<file path="src/hdl/sdflt_defs.vh">
// constants of the decimation filter block: register map, field layout, reset values
// assumes a 32-bit apb bus with full byte addresses
`ifndef SDFLT_DEFS_VH
`define SDFLT_DEFS_VH

// ****************************************
// register byte addresses
// ****************************************
`define ADDR_CFG_FIRST    32'h40030020
`define ADDR_CFG_SECOND   32'h400300a0
`define ADDR_SHARED       32'h4003001c
`define ADDR_RESULT_FIRST 32'h40030030
`define ADDR_RESULT_SECOND 32'h400300b0
`define ADDR_STATUS       32'h40030034

// ****************************************
// filter configuration fields
// ****************************************
`define CFG_W          16
`define CFG_RESET      16'h007d
`define CFG_WMASK      16'hdfff
`define BIT_CHOP       15
`define BIT_PAIR_AVG   14
`define BIT_ORDER4     12
`define POST_HI        11
`define POST_LO        8
`define BIT_SECOND_NOTCH_ENABLE     7
`define DEC_HI         6
`define DEC_LO         0
`define BIT_SHARED     0
`define SHARED_RESET   1'b0

// ****************************************
// datapath
// ****************************************
`define ACC_W          40
`define OUT_LO         8
`define NOTCH_MUL      8'h05
`define NOTCH_DIV      8'h06
`define LINE_W         128
`define SKIP_SINC3     3'h2
`define SKIP_SINC4     3'h3
`endif

</file>
<file path="src/hdl/sigma_delta_decimation_filter.v">
// decimation filters for two sigma-delta modulators with an apb register port
// assumes modulator bits change on the rising edge of mod_clk, which is far slower than sys_clk
`timescale 1ns/1ps
`include "sdflt_defs.vh"

// What this block does
// - the chop bit turns system chopping on, alternating input polarity and undoing it digitally.
// - the pair average bit makes each result the mean of the two latest conversions.
// - while chopping is on the pair average is applied regardless of its bit.
// - pair averaging without chop keeps the output rate but costs one extra conversion of settling.
// - the order bit selects a fourth-order sinc when one and a third-order sinc when zero.
// - the post average field makes a first-order stage summing field plus one sinc outputs.
// - the notch bit adds a second notch at 1.2 times the main notch.
// - the decimation field sets the sinc oversampling ratio and resets to 0x7d.
// - when shared sampling select is zero both converters use the second converter's settings.
module sigma_delta_decimation_filter (
  input  wire        sys_clk,
  input  wire        resetn,
  input  wire        psel,
  input  wire        penable,
  input  wire        pwrite,
  input  wire [31:0] paddr,
  input  wire [31:0] pwdata,
  output reg  [31:0] prdata,
  output wire        pready,
  output wire        pslverr,
  input  wire        mod_clk,
  input  wire [1:0]  mod_bit,
  output wire [1:0]  chop_phase
);

  // ****************************************
  // input synchronisers
  // ****************************************
  reg [2:0] sync1_q;
  reg [2:0] sync2_q;
  reg       tick_prev_q;
  wire      tick;

  always @(posedge sys_clk or negedge resetn) begin
    if (!resetn) begin
      sync1_q     <= 3'h0;
      sync2_q     <= 3'h0;
      tick_prev_q <= 1'b0;
    end else begin
      sync1_q     <= {mod_clk, mod_bit};
      sync2_q     <= sync1_q;
      tick_prev_q <= sync2_q[2];
    end
  end

  assign tick = sync2_q[2] & ~tick_prev_q;

  // ****************************************
  // apb registers
  // ****************************************
  reg  [`CFG_W-1:0] cfg_q [0:1];
  reg               shared_q;
  reg  [31:0]       result_q [0:1];
  reg  [1:0]        ready_q;
  wire [1:0]        new_result;
  wire [31:0]       new_value [0:1];
  wire              wr;
  wire              rd;
  wire              hit;

  assign wr      = psel & penable & pwrite;
  assign rd      = psel & penable & ~pwrite;
  assign hit     = (paddr == `ADDR_CFG_FIRST) | (paddr == `ADDR_CFG_SECOND) | (paddr == `ADDR_SHARED) |
                   (paddr == `ADDR_RESULT_FIRST) | (paddr == `ADDR_RESULT_SECOND) | (paddr == `ADDR_STATUS);
  assign pready  = 1'b1;
  assign pslverr = psel & penable & ~hit;

  always @(posedge sys_clk or negedge resetn) begin
    if (!resetn) begin
      cfg_q[0]    <= `CFG_RESET;
      cfg_q[1]    <= `CFG_RESET;
      shared_q    <= `SHARED_RESET;
      result_q[0] <= 32'h0;
      result_q[1] <= 32'h0;
      ready_q     <= 2'h0;
    end else begin
      if (wr && paddr == `ADDR_CFG_FIRST)
        cfg_q[0] <= pwdata[`CFG_W-1:0] & `CFG_WMASK;
      if (wr && paddr == `ADDR_CFG_SECOND)
        cfg_q[1] <= pwdata[`CFG_W-1:0] & `CFG_WMASK;
      if (wr && paddr == `ADDR_SHARED)
        shared_q <= pwdata[`BIT_SHARED];
      if (new_result[0])
        result_q[0] <= new_value[0];
      if (new_result[1])
        result_q[1] <= new_value[1];
      ready_q[0] <= new_result[0] | (ready_q[0] & ~(rd && paddr == `ADDR_RESULT_FIRST));
      ready_q[1] <= new_result[1] | (ready_q[1] & ~(rd && paddr == `ADDR_RESULT_SECOND));
    end
  end

  always @* begin
    prdata = 32'h0;
    if (rd) begin
      case (paddr)
        `ADDR_CFG_FIRST:     prdata = {16'h0, cfg_q[0]};
        `ADDR_CFG_SECOND:    prdata = {16'h0, cfg_q[1]};
        `ADDR_SHARED:        prdata = {31'h0, shared_q};
        `ADDR_RESULT_FIRST:  prdata = result_q[0];
        `ADDR_RESULT_SECOND: prdata = result_q[1];
        `ADDR_STATUS:        prdata = {30'h0, ready_q};
        default:             prdata = 32'h0;
      endcase
    end
  end

  // ****************************************
  // filter channels
  // ****************************************
  genvar ch;
  generate
    for (ch = 0; ch < 2; ch = ch + 1) begin : chan
      wire [`CFG_W-1:0] cfg;
      reg  [`CFG_W-1:0] cfg_prev_q;
      wire              flush;
      wire              chop_on;
      wire              pair_on;
      wire              order4;
      wire [6:0]        ratio;
      wire [6:0]        notch_len;
      wire [3:0]        post_n;
      wire signed [`ACC_W-1:0] x;
      wire signed [`ACC_W-1:0] stage_in;
      wire signed [`ACC_W-1:0] c0, c1, c2, c3;
      wire signed [`ACC_W-1:0] sinc_out;
      wire signed [`ACC_W-1:0] post_sum;
      wire signed [`ACC_W-1:0] chopped;
      wire signed [`ACC_W:0]   pair_sum;
      wire signed [`ACC_W-1:0] final_v;
      wire [13:0]       notch_prod;
      reg  [`LINE_W-1:0] line_q;
      reg  signed [`ACC_W-1:0] box_q;
      reg  signed [`ACC_W-1:0] integ_q [0:3];
      reg  signed [`ACC_W-1:0] dly_q [0:3];
      reg  signed [`ACC_W-1:0] acc_q;
      reg  signed [`ACC_W-1:0] prev_q;
      reg  [6:0]        dec_cnt_q;
      reg  [3:0]        post_cnt_q;
      reg  [2:0]        sinc_skip_q;
      reg               pair_skip_q;
      reg               phase_q;
      reg               emit_q;
      reg  [31:0]       out_q;
      integer           k;

      assign cfg       = (ch == 0 && !shared_q) ? cfg_q[1] : cfg_q[0 + ch];
      assign flush     = (cfg != cfg_prev_q);
      assign chop_on   = cfg[`BIT_CHOP];
      assign pair_on   = cfg[`BIT_PAIR_AVG] | chop_on;
      assign order4    = cfg[`BIT_ORDER4];
      assign ratio     = (cfg[`DEC_HI:`DEC_LO] == 7'h0) ? 7'h1 : cfg[`DEC_HI:`DEC_LO];
      assign post_n    = cfg[`POST_HI:`POST_LO];
      assign notch_prod = ratio * `NOTCH_MUL / `NOTCH_DIV;
      assign notch_len = (notch_prod[6:0] == 7'h0) ? 7'h1 : notch_prod[6:0];

      // modulator bit as +1 or -1, or a boxcar of 5/6 ratio for the second notch
      assign x = cfg[`BIT_SECOND_NOTCH_ENABLE] ?
                 box_q + (sync2_q[ch] ? 40'sd1 : -40'sd1) - (line_q[notch_len - 7'h1] ? 40'sd1 : -40'sd1) :
                 (sync2_q[ch] ? 40'sd1 : -40'sd1);

      assign stage_in = order4 ? integ_q[3] : integ_q[2];
      assign c0 = stage_in - dly_q[0];
      assign c1 = c0 - dly_q[1];
      assign c2 = c1 - dly_q[2];
      assign c3 = c2 - dly_q[3];
      assign sinc_out = order4 ? c3 : c2;
      assign post_sum = acc_q + sinc_out;
      assign chopped  = phase_q ? -post_sum : post_sum;
      assign pair_sum = {prev_q[`ACC_W-1], prev_q} + {chopped[`ACC_W-1], chopped};
      assign final_v  = pair_on ? pair_sum[`ACC_W:1] : chopped;

      always @(posedge sys_clk or negedge resetn) begin
        if (!resetn) begin
          cfg_prev_q  <= `CFG_RESET;
          line_q      <= {`LINE_W{1'b0}};
          box_q       <= 40'sd0;
          acc_q       <= 40'sd0;
          prev_q      <= 40'sd0;
          dec_cnt_q   <= 7'h0;
          post_cnt_q  <= 4'h0;
          sinc_skip_q <= `SKIP_SINC3;
          pair_skip_q <= 1'b0;
          phase_q     <= 1'b0;
          emit_q      <= 1'b0;
          out_q       <= 32'h0;
          for (k = 0; k < 4; k = k + 1) begin
            integ_q[k] <= 40'sd0;
            dly_q[k]   <= 40'sd0;
          end
        end else begin
          cfg_prev_q <= cfg;
          emit_q     <= 1'b0;
          if (flush) begin
            line_q      <= {`LINE_W{1'b0}};
            box_q       <= 40'sd0;
            acc_q       <= 40'sd0;
            prev_q      <= 40'sd0;
            dec_cnt_q   <= 7'h0;
            post_cnt_q  <= 4'h0;
            sinc_skip_q <= order4 ? `SKIP_SINC4 : `SKIP_SINC3;
            pair_skip_q <= pair_on;
            phase_q     <= 1'b0;
            for (k = 0; k < 4; k = k + 1) begin
              integ_q[k] <= 40'sd0;
              dly_q[k]   <= 40'sd0;
            end
          end else if (tick) begin
            line_q     <= {line_q[`LINE_W-2:0], sync2_q[ch]};
            box_q      <= x;
            integ_q[0] <= integ_q[0] + x;
            for (k = 1; k < 4; k = k + 1)
              integ_q[k] <= integ_q[k] + integ_q[k-1];
            if (dec_cnt_q == ratio - 7'h1) begin
              dec_cnt_q <= 7'h0;
              dly_q[0]  <= stage_in;
              dly_q[1]  <= c0;
              dly_q[2]  <= c1;
              dly_q[3]  <= c2;
              if (sinc_skip_q != 3'h0) begin
                sinc_skip_q <= sinc_skip_q - 3'h1;
              end else if (post_cnt_q == post_n) begin
                post_cnt_q <= 4'h0;
                acc_q      <= 40'sd0;
                phase_q    <= chop_on & ~phase_q;
                prev_q     <= chopped;
                if (pair_skip_q) begin
                  pair_skip_q <= 1'b0;
                end else begin
                  emit_q <= 1'b1;
                  out_q  <= final_v[`ACC_W-1:`OUT_LO];
                end
              end else begin
                post_cnt_q <= post_cnt_q + 4'h1;
                acc_q      <= post_sum;
              end
            end else begin
              dec_cnt_q <= dec_cnt_q + 7'h1;
            end
          end
        end
      end

      assign new_result[ch] = emit_q;
      assign new_value[ch]  = out_q;
      assign chop_phase[ch] = phase_q;
    end
  endgenerate

endmodule

</file>
<file path="config.mk">
export PLATFORM = sky130hd
export DESIGN_NAME = sigma_delta_decimation_filter
export DESIGN_NICKNAME = d
export VERILOG_FILES = /design/src/hdl/sigma_delta_decimation_filter.v
export VERILOG_INCLUDE_DIRS = /design/src /design/src/hdl
export SDC_FILE = /design/constraint.sdc
export NUM_CORES = 2
export LEC_CHECK = 0
export BUFFER_PORTS_ARGS = -buffer_cell sky130_fd_sc_hd__buf_2
export CORE_ASPECT_RATIO = 0.9
export CORE_UTILIZATION = 61
export DETAILED_ROUTE_END_ITERATION = 8
export GPL_ROUTABILITY_DRIVEN = 0
export MAX_ROUTING_LAYER = met4
export PLACE_DENSITY = 0.83
export SLEW_MARGIN = 20
export SYNTH_ARGS = -nofsm -noshare
export SYNTH_HDL_FRONTEND = slang
export SYNTH_SLANG_ARGS = --single-unit
</file>
<file path="constraint.sdc">
create_clock -name sys_clk -period 17.9 [get_ports sys_clk]
set_clock_uncertainty 0.05 [all_clocks]
set_input_delay 3.58 -clock sys_clk [delete_from_list [all_inputs] [get_ports sys_clk]]
set_output_delay 3.58 -clock sys_clk [all_outputs]
set_load 0.02 [all_outputs]
</file>
# Word-level counts from Yosys, hierarchy flattened
# Index checks and enable logic that the tools add are counted.
# op_classes
n_addsub	36
mul	2
div	2
magnitude_cmp	2
n_eq_ne	14
n_mux	121
n_bitwise	31
n_reduce_logical	29
# ops
operator	n
two-way mux 160 bit	10
two-way mux 40 bit	38
two-way mux 128 bit	4
adder 40 bit	12
subtractor 40 bit	10
== test 32 x 31 -> 1 bit, second input constant	6
case mux 32 bit (6 select lines)	1
adder 40 x 40 -> 41 bit	2
negation 40 bit	2
two-way mux 7 bit	10
two-way mux 4 bit	10
two-way mux 1 bit	36
two-way mux 32 bit	1
divider 10 x 3 -> 14 bit, second input constant	2
zero test 7 bit	4
subtractor 7 x 1 -> 7 bit, second input constant	4
two-way mux 3 bit	8
multiplier 7 x 3 -> 10 bit, second input constant	2
< comparator 7 x 8 -> 1 bit, second input constant	2
two-way mux 16 bit	1
inequality test 16 bit	1
nonzero test 2 bit	8
inequality test 15 bit	1
adder 7 x 1 -> 7 bit, second input constant	2
other kinds (15)	60
# totals
reg_bits	1369
inputBits	72
out_inout_bits	36
word_cells	286

# Depth between registers and ports, before layout
# depth
depth_word	16
ltp_mapped	72

# Least setup slack after synthesis
# No wires, ideal clock.
# synth_timing
kind	reg2reg
start	register shared_q
end	register chan[0].integ_q[159] (netlist name)
t_arrival_ps	16003
setup_slack_ps	1769
stages_incl_launch_ff	70
n_path_buf	6
period_less_slack_ps	16131
path_cell_list	dfrtp_1 > buf_1 > mux2i_1 > inv_1 > nor2_1 > nand3_1 > nor3_1 > nor2_1 > inv_1 > ha_1 > ha_1 > inv_1 > fa_1 > nor2b_1 > o21ai_2 > and3_1 > o21ai_0 > nand2_1 > [34 not listed] > ha_1 > a21oi_1 > nor4bb_1 > o211ai_1 > nand2_1 > o211a_1 > a221oi_1 > a21oi_1 > a31o_2 > o211ai_1 > o41a_1 > and4_1 > a2111oi_0 > o221ai_1 > a21oi_1 > xnor3_1 > or3_1 > a21oi_1
# synth_via
elab_chain_len	16
word_cells_on_any_way	18
classes_between	add/sub (3); mul (1); div (1); eq/ne (1); mux (9); reduce/logical (3)
# synth_lines
element	line	source
start, declared	sigma_delta_decimation_filter.v:58	reg shared_q;
start signal, assigned	sigma_delta_decimation_filter.v:78	shared_q <= `SHARED_RESET;
start signal, assigned	sigma_delta_decimation_filter.v:88	shared_q <= pwdata[`BIT_SHARED];
two-way mux 16 bit *	sigma_delta_decimation_filter.v:152	assign cfg = (ch == 0 && !shared_q) ? cfg_q[1] : cfg_q[0 + ch];
named net chan[0].cfg[2]	sigma_delta_decimation_filter.v:119	wire [`CFG_W-1:0] cfg;
zero test 7 bit	sigma_delta_decimation_filter.v:157	assign ratio = (cfg[`DEC_HI:`DEC_LO] == 7'h0) ? 7'h1 : cfg[`DEC_HI:`DEC_LO];
two-way mux 7 bit	sigma_delta_decimation_filter.v:157	
multiplier 7 x 3 -> 10 bit (no source line)	n/a	
divider 10 x 3 -> 14 bit (no source line)	n/a	
zero test 7 bit	sigma_delta_decimation_filter.v:160	assign notch_len = (notch_prod[6:0] == 7'h0) ? 7'h1 : notch_prod[6:0];
two-way mux 7 bit	sigma_delta_decimation_filter.v:160	
subtractor 7 x 1 -> 7 bit	sigma_delta_decimation_filter.v:164	box_q + (sync2_q[ch] ? 40'sd1 : -40'sd1) - (line_q[notch_len - 7'h1] ? 40'sd1 : -40'sd1) :
binary-select mux 1 bit (select 7 bit)	sigma_delta_decimation_filter.v:164	
two-way mux 1 bit (implied by the code)	sigma_delta_decimation_filter.v:164	
two-way mux 40 bit	sigma_delta_decimation_filter.v:164	
subtractor 40 bit	sigma_delta_decimation_filter.v:164	
two-way mux 40 bit	sigma_delta_decimation_filter.v:163	assign x = cfg[`BIT_SECOND_NOTCH_ENABLE] ?
adder 40 bit	sigma_delta_decimation_filter.v:216	integ_q[0] <= integ_q[0] + x;
two-way mux 160 bit	sigma_delta_decimation_filter.v:213	end else if (tick) begin
two-way mux 160 bit	sigma_delta_decimation_filter.v:199	if (flush) begin
end signal, assigned by index	sigma_delta_decimation_filter.v:218	integ_q[k] <= integ_q[k] + integ_q[k-1];
end, declared	sigma_delta_decimation_filter.v:139	reg signed [`ACC_W-1:0] integ_q [0:3];
# Mark *: on every way through the listed nets, which the timed path passes. The rest lies on a longest branch. The select of a mux whose other input is x is not followed.
# A chain may end at the register's enable or synchronous reset.

# Worst setup path after layout
# layout_timing
start	register shared_q
end	register chan[0].integ_q[159] (netlist name)
# layout_via
elab_chain_len	16
word_cells_on_any_way	18
classes_between	add/sub (3); mul (1); div (1); eq/ne (1); mux (9); reduce/logical (3)
# layout_lines
element	line
two-way mux 16 bit *	sigma_delta_decimation_filter.v:152
zero test 7 bit	sigma_delta_decimation_filter.v:157
two-way mux 7 bit	sigma_delta_decimation_filter.v:157
multiplier 7 x 3 -> 10 bit (no source line)	n/a
divider 10 x 3 -> 14 bit (no source line)	n/a
zero test 7 bit	sigma_delta_decimation_filter.v:160
two-way mux 7 bit	sigma_delta_decimation_filter.v:160
subtractor 7 x 1 -> 7 bit	sigma_delta_decimation_filter.v:164
binary-select mux 1 bit (select 7 bit)	sigma_delta_decimation_filter.v:164
two-way mux 1 bit (implied by the code)	sigma_delta_decimation_filter.v:164
two-way mux 40 bit	sigma_delta_decimation_filter.v:164
subtractor 40 bit	sigma_delta_decimation_filter.v:164
two-way mux 40 bit	sigma_delta_decimation_filter.v:163
adder 40 bit	sigma_delta_decimation_filter.v:216
two-way mux 160 bit	sigma_delta_decimation_filter.v:213
two-way mux 160 bit	sigma_delta_decimation_filter.v:199
# Mark *: on every way between the ends. The rest lies on a longest branch, timed or not. The select of a mux whose other input is x is not followed.

==> flow_metrics.env <==
export IMPL_drc=0
export IMPL_synth_edf_count=0
export IMPL_finalNetCount=13200
export IMPL_tritoncts="done"
export IMPL_fp_dieArea_um2=171000
export IMPL_clkTransAtPathRegs_ns=0.06
export IMPL_post_synth_top_area_cell="sky130_fd_sc_hd__dfrtp_1"
export IMPL_grtUsageTotal_pct=31.0
export IMPL_synth_avg_cell_area_um2=8.43
export IMPL_routed_wl_um=264000
export IMPL_crit_path_time_final_ns=16.73
export IMPL_layout_commonest_cell="sky130_fd_sc_hd__nand2_1"
export IMPL_floorplan_die_height_um=393
export IMPL_crit_path_max_fanout=21
export IMPL_timing_critical_path_to_type="flop"
export IMPL_data_arrival_time_at_the_worst_slack_endpoint_ns=17.39
export IMPL_timing_final_crit_share_pct=93.5
export IMPL_whs_endpoint="sync2_q[1]"
export IMPL_synth_fp_nets=13300
export IMPL_critical_path_most_common_cell="sky130_fd_sc_hd__a21oi_1"
export IMPL_tightestPinTransition_ns=1.26
export IMPL_dieWidth_um=436
export IMPL_drt_pass1_iterations=6
export IMPL_most_common_layout_cells="2002 x sky130_fd_sc_hd__nand2_1, 1368 x sky130_fd_sc_hd__a21oi_1, 1337 x sky130_fd_sc_hd__dfrtp_1"
export IMPL_cp_slowest_stage_delay_ns=0.52
export IMPL_starting_density_pct=61.8
export IMPL_synthCells=12300
export IMPL_postSynthRegisterBits=1368
export IMPL_endpoint_of_the_most_critical_register_to_register_path="chan[0].integ_q[159]"
export IMPL_async_reset_ff_share_pct=100
export IMPL_std_cell_rows=142
export IMPL_synth_top_area_share_pct=32.5
export IMPL_floorplan_io_pins=108
export IMPL_worstRegToRegCells=68
export IMPL_max_cap_viol_count=0
export IMPL_hold_viol_final=0
export IMPL_buffer_ports_inserted=89
export IMPL_synth_seq_area_share_pct=33.1
export IMPL_worst_hold_path_type="reg2reg"
export IMPL_finalSetupViolCount=0
export IMPL_numCtsBuffers=153
export IMPL_synth_top_cells_by_area="sky130_fd_sc_hd__dfrtp_1 32%, sky130_fd_sc_hd__ha_1 11%, sky130_fd_sc_hd__nand2_1 7.3%, sky130_fd_sc_hd__a21oi_1 6.6%, sky130_fd_sc_hd__xnor2_1 4.9%"
export IMPL_vias_per_cell=6.22
export IMPL_floorplan_core_area_um2=167000
export IMPL_cpMaxStageDelayCell="sky130_fd_sc_hd__ha_4"
export IMPL_setup_worst_path_class="reg2reg"
export IMPL_drt_first_iter_violations=8492
export IMPL_cts_hold_buf=0
export IMPL_flow_area_growth_from_synthesis_pct=7.43
export IMPL_grt_antenna_before_repair=5
export IMPL_drive_above_1_share_pct=6.95
export IMPL_clock_sink_count=1368
export IMPL_worst_slew_margin_rel_pct=15.5
export IMPL_hold_path_startpoint="sync1_q[1]"
export IMPL_reg2reg_setup_slack_ns=1.17
export IMPL_overflow=0
export IMPL_htreeDepth=4
export IMPL_ys_types=109
export IMPL_status="completed"
export IMPL_yosysWarningCount=0
export IMPL_clock_tree_root_cell="sky130_fd_sc_hd__clkbuf_16"
export IMPL_vias=89900
export IMPL_wl_per_cell_um=18.3
export IMPL_dp_hpwl_um=186000
export IMPL_max_clock_path_buffers=3
export IMPL_whs_ns=0.265
export IMPL_grt_first_pass_wirelength_um=434000
export IMPL_slew_viol_final=0
export IMPL_timing_critical_path_required_ns=18.56
export IMPL_synth_area_um2=103000
export IMPL_number_of_global_route_vias_before_repair=87100
export IMPL_grt_max_degree=200
export IMPL_worstHoldPathCells=0
export IMPL_cts_setup_buffers=0
export IMPL_worstSetupStartpointType="flop"
export IMPL_reg2reg_from="shared_q"
export IMPL_clock_latency_ns=0.83
export IMPL_most_frequently_used_flop_master_after_synthesis="sky130_fd_sc_hd__dfrtp_1"
export IMPL_cts_resized_gates=0
export IMPL_max_freq_mhz=59.8
export IMPL_drt_antenna_violating_nets=0
-- sequential cells by signal, indices dropped and copies added (netlist names) --
| register | cells |
|---|---|
| shared_q | 1 |
| chan.dec_cnt_q | 14 |
| sync2_q | 3 |
| chan.prev_q | 80 |
| result_q | 64 |
| chan.pair_skip_q | 2 |
| chan.cfg_prev_q | 30 |
| chan.sinc_skip_q | 6 |
| chan.emit_q | 2 |
| chan.box_q | 80 |
| chan.dly_q | 320 |
| cfg_q | 15 |
| tick_prev_q | 1 |
| chan.acc_q | 80 |
| chan.cfg | 15 |
| sync1_q | 3 |
| chan.phase_q | 2 |
| chan.line_q | 256 |
| chan.out_q | 64 |
| chan.post_cnt_q | 8 |
| ready_q | 2 |
| chan.integ_q | 320 |
-- synthesized netlist by cell type (103+ instances only) --
library cell	instances
sky130_fd_sc_hd__nand2_1	2002
sky130_fd_sc_hd__a21oi_1	1371
sky130_fd_sc_hd__dfrtp_1	1342
sky130_fd_sc_hd__ha_1	893
sky130_fd_sc_hd__inv_1	856
sky130_fd_sc_hd__nor2_1	735
sky130_fd_sc_hd__xnor2_1	577
sky130_fd_sc_hd__o21ai_0	524
sky130_fd_sc_hd__clkbuf_1	461
sky130_fd_sc_hd__xor2_1	261
sky130_fd_sc_hd__a22o_1	255
sky130_fd_sc_hd__a21o_1	250
sky130_fd_sc_hd__nor3_1	218
sky130_fd_sc_hd__nand3_1	171
sky130_fd_sc_hd__mux2_2	165
sky130_fd_sc_hd__nand2b_1	159
sky130_fd_sc_hd__a211oi_1	136
sky130_fd_sc_hd__o31ai_1	121
sky130_fd_sc_hd__nor2b_1	119
sky130_fd_sc_hd__o21a_1	119
sky130_fd_sc_hd__and3_1	111
sky130_fd_sc_hd__or3_1	105
sky130_fd_sc_hd__mux2i_1	103
-- worst max path at each step --
stage	start	cells past startpoint	endpoint	slack (ns)
floorplan	shared_q	69	chan[0].integ_q[159]	1.77
global placement	shared_q	66	chan[0].integ_q[159]	1.17
detailed placement	shared_q	66	chan[0].integ_q[159]	0.43
CTS	shared_q	66	chan[0].integ_q[159]	0.26
global route	shared_q	68	chan[0].integ_q[159]	-0.01
finish	shared_q	68	chan[0].integ_q[159]	1.17
-- critical path: cells and delay by family (launching register included) --
family	cells	cell delay (ns)
AO/OA/AOI/OAI	33	7.32
adder cells (fa/ha/maj)	7	2.41
multiplexers	1	0.50
buffers and inverters	8	1.81
AND/OR/NAND/NOR	17	3.77
XOR/XNOR	2	0.37
flip-flops	1	0.37
-- through the flow --
stage | cell area [um2] | TNS [ns] | std cells | utilization [%] | worst slack [ns]
2_1_floorplan | 103000 | 0 | 12300 | - | 1.77
3_3_place_gp | 106000 | 0 | 14200 | 63.1 | 1.17
3_5_place_dp | 106000 | 0 | 14200 | 63.1 | 0.428
4_1_cts | 111000 | 0 | 14500 | 66.3 | 0.263
5_1_grt | 111000 | -0.0112 | 14500 | 66.4 | -0.0112
6_report | 111000 | 0 | 14500 | 66.4 | 1.17
-- cells by family (layout without fill, tap and decap cells) --
group,count (synthesis),after routing,synth area share (%)
flip-flops,1368,1368,33.1
buffers and inverters,1378,1328,5.07
AO/OA/AOI/OAI,3428,3428,21.0
XOR/XNOR,844,844,7.21
multiplexers,320,320,3.91
AND/OR/NAND/NOR,3946,3946,17.0
adder cells (fa/ha/maj),987,987,12.6
other,1,5,0.00363
-- cell type report --
class                           instances  area [um2]
Sequential cell                      1368       34300
Multi-Input combinational cell       9526       64100
Antenna cell                            4        10.0
Timing Repair Buffer                  183        1300
Fill cell                           12700       56200
Clock inverter                         64         918
Inverter                              861        3230
Clock buffer                          220        4470
Tap cell                             2232        2790
-- layer usage --
| layer | up-vias | track usage, % | share of wire [%] |
|---|---|---|---|
| li1 | 42700 | - | - |
| met2 | 3252 | 49.8 | 47 |
| met4 | 0 | 11.8 | 3.8 |
| met5 | - | - | 0 |
| met3 | 664 | 4.16 | 6.7 |
| met1 | 43300 | 40.0 | 43 |
Power is not shown: default switching activity piles up to over one toggle a cycle in this logic, so the estimate is an artifact.
